[config.mk]
export PLATFORM = sky130hd
export DESIGN_NAME = flash_hub_pin_control
export DESIGN_NICKNAME = d
export VERILOG_FILES = /design/src/core/hub_pin_pkg.sv /design/src/core/flash_hub_pin_control.sv
export SDC_FILE = /design/constraint.sdc
export NUM_CORES = 1
export LEC_CHECK = 0
export BUFFER_PORTS_ARGS = -buffer_cell sky130_fd_sc_hd__buf_2
export CAP_MARGIN = 20
export CORE_UTILIZATION = 43
export DETAILED_ROUTE_END_ITERATION = 6
export SLEW_MARGIN = 20
export SYNTH_ARGS = -nofsm -noshare
export SYNTH_HDL_FRONTEND = slang
export SYNTH_SLANG_ARGS = --single-unit
[constraint.sdc]
create_clock -name i_clk -period 1.7 [get_ports i_clk]
set_input_delay 0.085 -clock i_clk [delete_from_list [all_inputs] [get_ports i_clk]]
set_output_delay 0.085 -clock i_clk [all_outputs]
set_load 0.02 [all_outputs]
[src/core/hub_pin_pkg.sv]
package hub_pin_pkg;

  // Register port geometry
  localparam int          REG_AW          = 4;
  localparam int          REG_DW          = 8;

  // Register offsets
  localparam logic [3:0]  OFF_SNAPSHOT    = 4'h0;  // input_snapshot_reg
  localparam logic [3:0]  OFF_STATUS      = 4'h4;  // Strap, mode and lock levels
  localparam logic [3:0]  OFF_CONTROL     = 4'h8;  // Bus response enable
  localparam logic [3:0]  OFF_EVENTS      = 4'hc;  // Sticky protection events

  // Status field positions
  localparam int          ST_STRAP_LSB    = 0;
  localparam int          ST_MODE_BIT     = 4;
  localparam int          ST_TOP_LOCK_BIT = 5;
  localparam int          ST_GUARD_BIT    = 6;
  localparam int          ST_SEL_BIT      = 7;

  // Control and event fields
  localparam int          CT_RESPOND_BIT  = 0;
  localparam logic [7:0]  CONTROL_RESET   = 8'h01;
  localparam int          EV_TOP_BIT      = 0;
  localparam int          EV_MAIN_BIT     = 1;

  // Array and factory address geometry
  localparam int          ARRAY_AW        = 20;
  localparam int          ROW_W           = 11;
  localparam int          COL_W           = 9;
  localparam logic [3:0]  TOP_BLOCK_TAG   = 4'hf;  // Highest 64 KB block

  // Hub-bus framing
  localparam logic [3:0]  START_CODE      = 4'hd;
  localparam logic [3:0]  BOOT_STRAP      = 4'h0;
  localparam int          CYCLE_FIELDS    = 17;
  localparam logic [4:0]  CYCLE_REST      = 5'(CYCLE_FIELDS - 2);

  // Pin synchroniser depth
  localparam int          SYNC_STAGES     = 3;

  // All slow pins that cross into the bus clock
  typedef struct packed {
    logic             main_reset_n;
    logic             init_n;
    logic [3:0]       strap_select;
    logic [4:0]       general_inputs;
    logic             top_sector_lock_n;
    logic             write_guard_n;
    logic             interface_select;
    logic             row_col_select;
    logic [ROW_W-1:0] addr_pins;
  } pins_s;

  localparam int          PIN_W           = $bits(pins_s);

  // Program or erase request from the array sequencer
  typedef struct packed {
    logic                valid;
    logic [ARRAY_AW-1:0] addr;
  } prog_req_s;

  typedef enum logic [1:0] {
    BUS_IDLE,
    BUS_TARGET,
    BUS_ACTIVE
  } bus_state_e;

endpackage

[src/core/flash_hub_pin_control.sv]
// Operation
// - Either reset pin low resets whole device
// - Four straps set identity; boot is 0000
// - Five general inputs readable via snapshot register
// - Top lock low refuses boot sector writes in hub mode
// - Write guard low refuses other block writes in hub mode
// - Row/column select steers factory address pins
// - Answer cycle only when target nibble matches
// - Interface select high: factory; fixed at reset
module flash_hub_pin_control
  import hub_pin_pkg::*;
(
  input  wire logic                i_clk,
  input  wire logic                i_rst,
  input  wire logic                i_main_reset_n,
  input  wire logic                i_init_n,
  input  wire logic [3:0]          i_strap_select,
  input  wire logic [4:0]          i_general_inputs,
  input  wire logic                i_top_sector_lock_n,
  input  wire logic                i_write_guard_n,
  input  wire logic                i_interface_select,
  input  wire logic                i_row_col_select,
  input  wire logic [ROW_W-1:0]    i_addr_pins,
  input  wire logic                i_frame_strobe_n,
  input  wire logic [3:0]          i_nibble_bus,
  input  wire logic                i_prog_valid,
  input  wire logic [ARRAY_AW-1:0] i_prog_addr,
  input  wire logic [REG_AW-1:0]   i_reg_addr,
  input  wire logic [REG_DW-1:0]   i_reg_wdata,
  input  wire logic                i_reg_wr,
  input  wire logic                i_reg_rd,
  output logic      [REG_DW-1:0]   o_reg_rdata,
  output logic                     o_int_rst,
  output logic                     o_factory_mode,
  output logic                     o_cycle_selected,
  output logic                     o_write_start,
  output logic                     o_write_blocked,
  output logic      [ARRAY_AW-1:0] o_write_addr,
  output logic      [ARRAY_AW-1:0] o_pp_address
);

  // Raw pins gathered into one bundle
  pins_s                 pins_raw;
  // Synchroniser stages; stage 1 is read only by stage 2
  pins_s                 sync_s1;
  pins_s                 sync_s2;
  pins_s                 sync_s3;
  // Filtered pin levels, updated once stages 2 and 3 agree
  pins_s                 pins;
  // Combined internal reset
  logic                  int_rst;
  // Mode caught while reset is held
  logic                  factory_mode;
  // Hub-bus decoder state
  bus_state_e            bus_state;
  logic [4:0]            field_left;
  logic                  selected;
  // Software registers
  logic [REG_DW-1:0]     control;
  logic [1:0]            events;
  logic [REG_DW-1:0]     snapshot;
  logic [REG_DW-1:0]     status;
  // Protection decode
  logic                  in_top_block;
  logic                  prog_refused;
  prog_req_s             prog_req;
  // Factory address halves
  logic [ROW_W-1:0]      row_part;
  logic [COL_W-1:0]      col_part;

  assign pins_raw = '{
    main_reset_n:      i_main_reset_n,
    init_n:            i_init_n,
    strap_select:      i_strap_select,
    general_inputs:    i_general_inputs,
    top_sector_lock_n: i_top_sector_lock_n,
    write_guard_n:     i_write_guard_n,
    interface_select:  i_interface_select,
    row_col_select:    i_row_col_select,
    addr_pins:         i_addr_pins
  };

  assign prog_req = '{valid: i_prog_valid, addr: i_prog_addr};

  // Three-stage pin synchroniser, one chain per pin bit
  genvar b;
  generate
    for (b = 0; b < PIN_W; b++) begin : g_sync
      // Stages carry no reset so reset pins themselves keep passing
      always_ff @(posedge i_clk) begin
        sync_s1[b] <= pins_raw[b];
        sync_s2[b] <= sync_s1[b];
        sync_s3[b] <= sync_s2[b];
      end

      // Accept a change only when the two late stages agree
      // Costs a cycle of latency but rejects one-cycle glitches
      always_ff @(posedge i_clk) begin
        if (i_rst) begin
          // Follow the pins in reset so the mode latch sees real levels
          pins[b] <= sync_s3[b];
        end else if (sync_s2[b] == sync_s3[b]) begin
          pins[b] <= sync_s3[b];
        end
      end
    end
  endgenerate

  // Either reset pin drives the same int_rst as the system reset, but only i_rst makes the pin filter follow stage 3
  // Combinational so a pin reset reaches every block at once
  assign int_rst   = i_rst | ~pins.main_reset_n | ~pins.init_n;
  assign o_int_rst = int_rst;

  // Interface mode is sampled only while reset is held, then frozen
  always_ff @(posedge i_clk) begin
    if (int_rst) begin
      factory_mode <= pins.interface_select;
    end
  end

  // Mode keeps its reset-time level until the next reset
  assign o_factory_mode = factory_mode;

  // Hub-bus target decode
  // Only the last start field before the strobe rises counts
  // Strobe and nibble share this clock, so they skip the pin filter
  always_ff @(posedge i_clk) begin
    if (int_rst) begin
      bus_state  <= BUS_IDLE;
      field_left <= '0;
      selected   <= 1'b0;
    end else if (!i_frame_strobe_n && i_nibble_bus == START_CODE) begin
      // A fresh start always restarts the decode
      bus_state  <= BUS_TARGET;
      field_left <= '0;
      selected   <= 1'b0;
    end else begin
      unique case (bus_state)
        BUS_IDLE: begin
          selected <= 1'b0;
        end
        BUS_TARGET: begin
          // Answer the whole cycle only on an identity match
          if (!factory_mode && control[CT_RESPOND_BIT] &&
              i_nibble_bus == pins.strap_select) begin
            bus_state  <= BUS_ACTIVE;
            field_left <= CYCLE_REST;
            selected   <= 1'b1;
          end else begin
            // Other identities: stay silent until next start
            bus_state <= BUS_IDLE;
            selected  <= 1'b0;
          end
        end
        BUS_ACTIVE: begin
          // Hold selection for the remaining fields of the cycle
          if (field_left == 5'h01) begin
            bus_state <= BUS_IDLE;
            selected  <= 1'b0;
          end
          field_left <= field_left - 5'h01;
        end
      endcase
    end
  end

  assign o_cycle_selected = selected;

  // Protection decode for program and erase requests
  assign in_top_block = (prog_req.addr[ARRAY_AW-1 -: 4] == TOP_BLOCK_TAG);

  // Hardware locks only exist in hub mode; factory mode is unguarded
  // Refusal uses the settled lock levels, never the raw pins
  always_comb begin
    prog_refused = 1'b0;
    if (!factory_mode) begin
      if (in_top_block) begin
        prog_refused = ~pins.top_sector_lock_n;
      end else begin
        prog_refused = ~pins.write_guard_n;
      end
    end
  end

  // Write launch; a refused request never reaches the array
  // Registered pulse keeps decode glitches off the array start
  always_ff @(posedge i_clk) begin
    if (int_rst) begin
      o_write_start   <= 1'b0;
      o_write_blocked <= 1'b0;
      o_write_addr    <= '0;
    end else begin
      o_write_start   <= prog_req.valid & ~prog_refused;
      o_write_blocked <= prog_req.valid & prog_refused;
      // Address moves only for an accepted write
      if (prog_req.valid && !prog_refused) begin
        o_write_addr <= prog_req.addr;
      end
    end
  end

  // Levels assumed held through each write by the system
  // Guard pins are re-read every request, so a drop mid-stream blocks
  // the next request rather than aborting one in flight.

  // Factory address halves follow the pins by select level
  // Each half keeps its value while the other one is loaded
  always_ff @(posedge i_clk) begin
    if (int_rst) begin
      row_part <= '0;
      col_part <= '0;
    end else if (factory_mode) begin
      if (pins.row_col_select) begin
        col_part <= pins.addr_pins[COL_W-1:0];
      end else begin
        row_part <= pins.addr_pins;
      end
    end
  end

  // Column half maps to the upper address bits
  always_ff @(posedge i_clk) begin
    if (int_rst) begin
      o_pp_address <= '0;
    end else begin
      o_pp_address <= {col_part, row_part};
    end
  end

  // Control register: bus response enable
  // Clearing the enable makes this part ignore every bus cycle
  always_ff @(posedge i_clk) begin
    if (int_rst) begin
      control <= CONTROL_RESET;
    end else if (i_reg_wr && i_reg_addr == OFF_CONTROL) begin
      control <= i_reg_wdata;
    end
  end

  // Sticky refusal events; a new event beats a same-cycle clear
  // Write a one to clear a bit; zero bits are left alone
  always_ff @(posedge i_clk) begin
    if (int_rst) begin
      events <= '0;
    end else begin
      for (int i = 0; i < 2; i++) begin
        if (i_reg_wr && i_reg_addr == OFF_EVENTS && i_reg_wdata[i]) begin
          events[i] <= 1'b0;
        end
      end
      if (prog_req.valid && prog_refused && in_top_block) begin
        events[EV_TOP_BIT] <= 1'b1;
      end
      if (prog_req.valid && prog_refused && !in_top_block) begin
        events[EV_MAIN_BIT] <= 1'b1;
      end
    end
  end

  // Snapshot uses settled levels; host keeps them stable meanwhile
  assign snapshot = {3'h0, pins.general_inputs};

  // Status word placed field by field at the package positions
  always_comb begin
    status                       = '0;
    status[ST_STRAP_LSB +: 4]    = pins.strap_select;
    status[ST_MODE_BIT]          = factory_mode;
    status[ST_TOP_LOCK_BIT]      = pins.top_sector_lock_n;
    status[ST_GUARD_BIT]         = pins.write_guard_n;
    status[ST_SEL_BIT]           = selected;
  end

  // Read data stand one cycle after the strobe, only there
  // Zero outside the answer cycle keeps a shared read bus clean
  always_ff @(posedge i_clk) begin
    if (int_rst) begin
      o_reg_rdata <= '0;
    end else if (i_reg_rd) begin
      unique case (i_reg_addr)
        OFF_SNAPSHOT: begin
          o_reg_rdata <= snapshot;
        end
        OFF_STATUS: begin
          o_reg_rdata <= status;
        end
        OFF_CONTROL: begin
          o_reg_rdata <= control;
        end
        OFF_EVENTS: begin
          o_reg_rdata <= {6'h00, events};
        end
        default: begin
          // Unmapped addresses read as zero
          o_reg_rdata <= '0;
        end
      endcase
    end else begin
      o_reg_rdata <= '0;
    end
  end

endmodule

==> flow_metrics.py, run 1 <==
metrics = {
    "sta": {
        "period_share": 0.930,
        "maxSlewHeadroom": 0.561,
        "hold_viol_final": 0,
        "worst_pin_slew_ps": 644,
        "fmax_ghz": 0.632,
        "setup_ws_ps": 118,
        "fin_tns_setup_ps": 0,
        "maxSlewViolCount": 0,
        "finalClockSkew_ps": 7.16,
        "setup_viol": 0,
        "finalCriticalPeriod_ps": 1580,
        "rsz0062_at_grt": "no",
    },
    "pwr": {
        "p_sw_mw": 2.06,
        "switching_share": 0.224,
        "ir_drop_mv": 0.610,
        "p_per_area_nw_per_um2": 1160,
        "p_int_mw": 7.12,
        "seq_power_share": 0.537,
        "p_leak_nw": 3.35,
        "clkPwrFrac": 0.397,
        "combPwrFrac": 0.065,
        "finalPower_mw": 9.18,
    },
    "global_route": {
        "grt_overflow": 0,
        "antenna_found_initial": 0,
        "grt_pass1_vias": 3823,
        "grt_max_degree": 29,
        "grt_pass1_wl_mm": 17.7,
        "track_usage": 0.157,
    },
    "clock_network": {
        "cts.sinks": 193,
        "clock-root-buffer": "clkbuf_16",
        "cts_max_level": 4,
        "cts_inserted_buffers": 17,
        "insertion_delay_ps": 420,
        "post-cts-setup-buffers": 0,
        "clkTransAtPathRegs_ps": 70,
        "cts_tree": "yes",
        "clock_path_buffers": 2,
    },
    "floorplan": {
        "start_util": 0.440,
        "die_w_microns": 121,
        "die-area_sq_um": 14600,
        "num_io_pins": 121,
        "coreArea_sq_um": 13800,
        "chipHeight_microns": 121,
        "num_rows": 43,
    },
    "routing": {
        "initialDrtViolationCount": 119,
        "drc": 0,
        "wl_met3_microns": 610,
        "finalWirelength_mm": 11.1,
        "wl_met1_mm": 5.34,
        "routed.top_layer": "met4",
        "viasPerCell": 4.55,
        "ant_nets": 0,
        "vias": 4015,
        "first_pass_iters": 4,
        "wl_per_cell_microns": 12.6,
        "wl_met2_mm": 5.02,
    },
    "hold_path": {
        "min_path_type": "input port to flop",
        "holdCritStartpoint": "i_frame_strobe_n",
    },
    "yosys": {
        "yosys_warnings": 0,
        "avgSynthCellArea_sq_um": 11.9,
        "netlist_area_sq_um": 6080,
        "synth_edf_count": 27,
        "netlist_instances": 512,
        "synthesis.nets": 582,
        "ys_seq_elements": 193,
        "ys_seq_area_frac": 0.680,
        "synth-main-ff-cell": "dfxtp_1",
        "yosysUniqueCellTypes": 39,
        "async_flop_share": 0,
    },
    "setup_path": {
        "start_kind": "flop",
        "worstPathMaxFanout": 28,
        "crit_arrival_ps": 1500,
        "reg2reg_from": "o_factory_mode",
        "critPathKind": "flop to primary output",
        "crit_path_start": "pins[25]",
        "required_ps": 1620,
        "crit_path_end_kind": "primary output",
    },
    "finish": {
        "instances_no_fill": 883,
        "layout-drive-gt1-share": 0.242,
        "syn_to_final_growth_pct": 30.6,
        "n_antenna_cell": 0,
        "num-nets-final": 760,
        "fin_util": 0.574,
    },
    "placed_design": {
        "hpwl_mm": 7.72,
        "dp.cells": 796,
        "dp_slack_ps": 181,
        "gp_congestion": 0.831,
        "portBuffers": 120,
    },
    "run_status": {
        "outcome": "complete, no violations",
    },
    "run": {
        "drv_cap": 0,
    },
}
## repair_timing
action                     CTS  global route
hold endpoints to repair    54             0
gates resized for setup      0             2
setup endpoints to repair    0             2
hold buffers                55             0
## worst paths after layout
| path | endpoint | slack (ps) | cells after the start |
|---|---|---|---|
| worst max-delay path | o_int_rst | 120 | 5 |
| worst min register to register | sync_s2[23] | 320 | 0 |
| worst min-delay path | bus_state[0] | 30 | 3 |
| worst max register to register | o_write_addr[15] | 170 | 4 |
## registers in the layout, summed over array words and instances, names as in the netlist, 8 cells and up
register / count
control: 8
o_write_addr: 20
pins: 26
row_part: 11
o_reg_rdata: 8
sync_s3: 26
col_part: 9
sync_s1: 26
o_pp_address: 20
sync_s2: 26
## cells by family (layout without fill, tap and decap cells)
family	after synthesis	in the layout	synth area share
AOI/OAI and AO/OA	76	76	0.0687
xor gates and xnor gates	33	33	0.0475
adders and majority gates	2	2	0.00412
buffers and inverters	29	220	0.0251
DFF	193	193	0.680
muxes	15	15	0.0317
and+or+nand+nor	164	164	0.143
## cell type report
cell class | instances | area (sq um)
Tap cell | 180 | 225
Sequential cell | 193 | 4130
Fill cell | 1151 | 5890
Timing Repair Buffer | 183 | 1210
Clock inverter | 10 | 73.8
Clock buffer | 22 | 475
Inverter | 5 | 18.8
Multi-Input combinational cell | 290 | 1800
## synthesized netlist by cell type (4+ instances only)
cell / count / area, sq um
nand2_1: 42 / 158
clkbuf_1: 11 / 41.3
nor2b_1: 6 / 37.5
o21ai_1: 17 / 85.1
and2_1: 22 / 138
mux2i_1: 11 / 110
a21oi_1: 47 / 235
dfxtp_1: 166 / 3320
edfxtp_1: 27 / 811
nand2b_1: 27 / 169
nor2_1: 21 / 78.8
nand3_1: 33 / 165
nor3_1: 4 / 20.0
buf_2: 8 / 40.0
buf_6: 4 / 45.0
xor2_1: 31 / 272
## cell usage in the layout, fill, tap and decap left out, types with 11 or more instances in the layout
cell,instances
a21oi_1,47
and2_1,22
buf_2,120
clkbuf_16,18
dfxtp_1,166
dlygate4sd3_1,55
edfxtp_1,27
mux2i_1,11
nand2_1,42
nand2b_1,27
nand3_1,33
nor2_1,21
o21ai_1,17
xor2_1,31
## per-stage QoR
step / instance area [sq um] / hold WS [ps]
3_3_place_gp: 6830 / 187
2_1_floorplan: 6080 / 113
3_5_place_dp: 6830 / 189
6_report: 7940 / 28.9
4_1_cts: 7930 / 12.9
5_1_grt: 7940 / 29.3
## power by group through the flow
stage	Combinational [mW]	Sequential [mW]	Clock, mW
2_1_floorplan	0.330	5.02	0
3_3_place_gp	0.489	5.03	0
3_5_place_dp	0.502	5.04	0
4_1_cts	0.598	4.93	3.74
5_1_grt	0.657	4.95	3.96
6_report	0.598	4.93	3.65
## metal layers
layer  up-vias  track usage
met5         -            0
met4         0       0.0741
met1      1811        0.195
met3        13       0.0395
li1       2082            -
met2       109        0.254
## worst max-delay path, stage by stage, from the launching register on
cell      delay [ps]
edfxtp_1         370
nand2_1          110
nor2_4            70
inv_2             80
buf_6            230
buf_2            210
No activity file was read; power rests on OpenSTA's default activity.
==> run 2: changes to the inputs <==
Settings changed: CORE_MARGIN set to 10.
==> run 2 against run 1 <==
Power rose by 4.3%. Hold slack worse by 2.0 ps. Clock skew shrank 0.67 ps. Sequential power about the same. Sequential share of layout area fell by 0.33 points. Clock power rose by 11%. Via count shrank 1.2%. Setup slack worse by 20 ps. Critical endpoint unchanged.
==> flow_metrics.py, run 2 (synthesis results as in run 1) <==
metrics = {
    "run_status": {
        "outcome": "complete, no violations",
    },
    "pwr": {
        "p_leak_nw": 3.38,
        "switching_share": 0.221,
        "ir_drop_mv": 0.679,
        "p_sw_mw": 2.11,
        "combPwrFrac": 0.062,
        "p_per_area_nw_per_um2": 1200,
        "clkPwrFrac": 0.423,
        "p_int_mw": 7.47,
        "seq_power_share": 0.514,
    },
    "floorplan": {
        "num_rows": 43,
        "coreArea_sq_um": 13900,
        "die-area_sq_um": 19300,
        "die_w_microns": 139,
        "start_util": 0.438,
        "num_io_pins": 121,
        "chipHeight_microns": 139,
    },
    "setup_path": {
        "worstPathMaxFanout": 30,
        "rrSetupSlack_ps": 240,
        "crit_path_end_kind": "primary output",
        "endpoint": "o_int_rst",
        "slowest_delay_ps": 320,
        "crit_family": "buffers and inverters",
        "critPathKind": "flop to primary output",
        "critPathBufInv": 3,
        "r2r_cells": 4,
        "start_kind": "flop",
        "crit_slowest_cell": "edfxtp_1",
        "reg2reg_from": "o_factory_mode",
        "critical_path_depth": 5,
        "required_ps": 1620,
        "crit_path_start": "pins[24]",
        "crit_chain": "nand2_1 > nor2_4 > inv_2 > buf_8 > buf_2",
        "r2r_end": "field_left[0]",
        "crit_arrival_ps": 1520,
    },
    "sta": {
        "finalCriticalPeriod_ps": 1600,
        "fmax_ghz": 0.625,
        "rsz0062_at_grt": "no",
        "finalClockSkew_ps": 6.49,
        "period_share": 0.942,
        "fin_tns_setup_ps": 0,
        "hold_viol_final": 0,
        "setup_viol": 0,
        "maxSlewHeadroom": 0.573,
        "maxSlewViolCount": 0,
        "worst_pin_slew_ps": 627,
    },
    "finish": {
        "n_antenna_cell": 0,
        "layout-drive-gt1-share": 0.241,
        "final_common_cell": "dfxtp_1",
        "fin_util": 0.576,
        "num-nets-final": 758,
        "final.fill_count": 1168,
        "syn_to_final_growth_pct": 31.4,
        "layout_common_cells": "166 x dfxtp_1, 120 x buf_2, 55 x dlygate4sd3_1",
        "instances_no_fill": 881,
    },
    "hold_path": {
        "min_path_type": "input port to flop",
    },
    "routing": {
        "initialDrtViolationCount": 155,
        "wl_per_cell_microns": 13.9,
        "first_pass_iters": 6,
        "vias": 3968,
        "viasPerCell": 4.50,
        "ant_nets": 0,
        "drc": 0,
        "finalWirelength_mm": 12.2,
    },
    "clock_network": {
        "insertion_delay_ps": 420,
        "clock_path_buffers": 2,
        "cts_max_level": 4,
        "cts_tree": "yes",
        "cts_inserted_buffers": 17,
        "clock-root-buffer": "clkbuf_16",
        "cts.sinks": 193,
        "clkTransAtPathRegs_ps": 70,
        "post-cts-setup-buffers": 0,
    },
    "global_route": {
        "antenna_found_initial": 0,
        "grt_max_degree": 31,
        "track_usage": 0.128,
        "grt_pass1_vias": 4179,
        "grt_overflow": 0,
        "grt_pass1_wl_mm": 20.4,
    },
    "placed_design": {
        "hpwl_mm": 8.84,
        "gp_congestion": 0.831,
        "portBuffers": 120,
        "dp.cells": 794,
    },
    "run": {
        "drv_cap": 0,
    },
}
-- run 2: cell count changes in the layout (fill, tap and decap cells not counted), sizes merged --
cell | before | now
clkbuf | 22 | 19
clkinv | 3 | 4
clkinvlp | 3 | 0
buf | 128 | 126
bufinv | 0 | 3
inv | 9 | 11
-- run 2: metrics by stage --
stage | total power [mW] | cell area, sq um | setup WS (ps) | hold slack (ps)
2_1_floorplan | 5.35 | 6080 | 304 | 113
3_3_place_gp | 5.52 | 6820 | 266 | 187
3_5_place_dp | 5.53 | 6820 | 250 | 189
4_1_cts | 9.68 | 7980 | 58.1 | 14.4
5_1_grt | 9.95 | 7990 | 1.42 | 33.2
6_report | 9.58 | 7990 | 98.9 | 26.9
-- run 2: timing repair --
action                                 4_1_cts  5_1_grt
resized for setup                            1        2
setup endpoints to repair                    1        6
hold buffers                                55        0
endpoints found under the hold margin       55        0
-- run 2: worst register-to-register path, delay by kind of cell, from the launching register on --
family / cells / cell delay [ps]
AOI/OAI and AO/OA: 1 / 230
buffers and inverters: 1 / 210
DFF: 1 / 410
and+or+nand+nor: 2 / 530
-- run 2: layout make-up --
class,count,area (sq um),area share
sequential,193,4130,0.517
multi-input combinational,290,1800,0.225
timing repair buffer,181,1200,0.151
clock buffer,19,433,0.0542
tap,180,225,0.0282
clock inverter,13,179,0.0224
inverter,5,18.8,0.00235
-- run 2: power groups by stage --
stage	sequential (mW)	combinational, mW	clock [mW]
final	4.93	0.597	4.05
after global routing	4.95	0.668	4.33
after CTS	4.93	0.600	4.16
after detailed placement	5.03	0.503	0
after global placement	5.03	0.490	0
after floorplan	5.02	0.330	0
-- run 2: per-layer routing --
| layer | share of wire | vias to the layer above | track usage |
|---|---|---|---|
| li1 | - | 2076 | - |
| met1 | 0.48 | 1783 | 0.155 |
| met2 | 0.46 | 101 | 0.205 |
| met3 | 0.057 | 8 | 0.0503 |
| met4 | 0.0087 | 0 | 0.0412 |
| met5 | 0 | - | 0 |
-- run 2: worst min-delay path by stage --
| stage | start | end | slack [ps] | cells after the start |
|---|---|---|---|---|
| finish | i_frame_strobe_n | bus_state[0] | 30 | 3 |
| global route | i_frame_strobe_n | bus_state[0] | 30 | 3 |
| CTS | i_frame_strobe_n | bus_state[0] | 10 | 3 |
| detailed placement | i_addr_pins[4] | sync_s1[4] | 190 | 1 |
| global placement | i_general_inputs[0] | sync_s1[15] | 190 | 1 |
| floorplan | i_addr_pins[0] | sync_s1[0] | 110 | 0 |
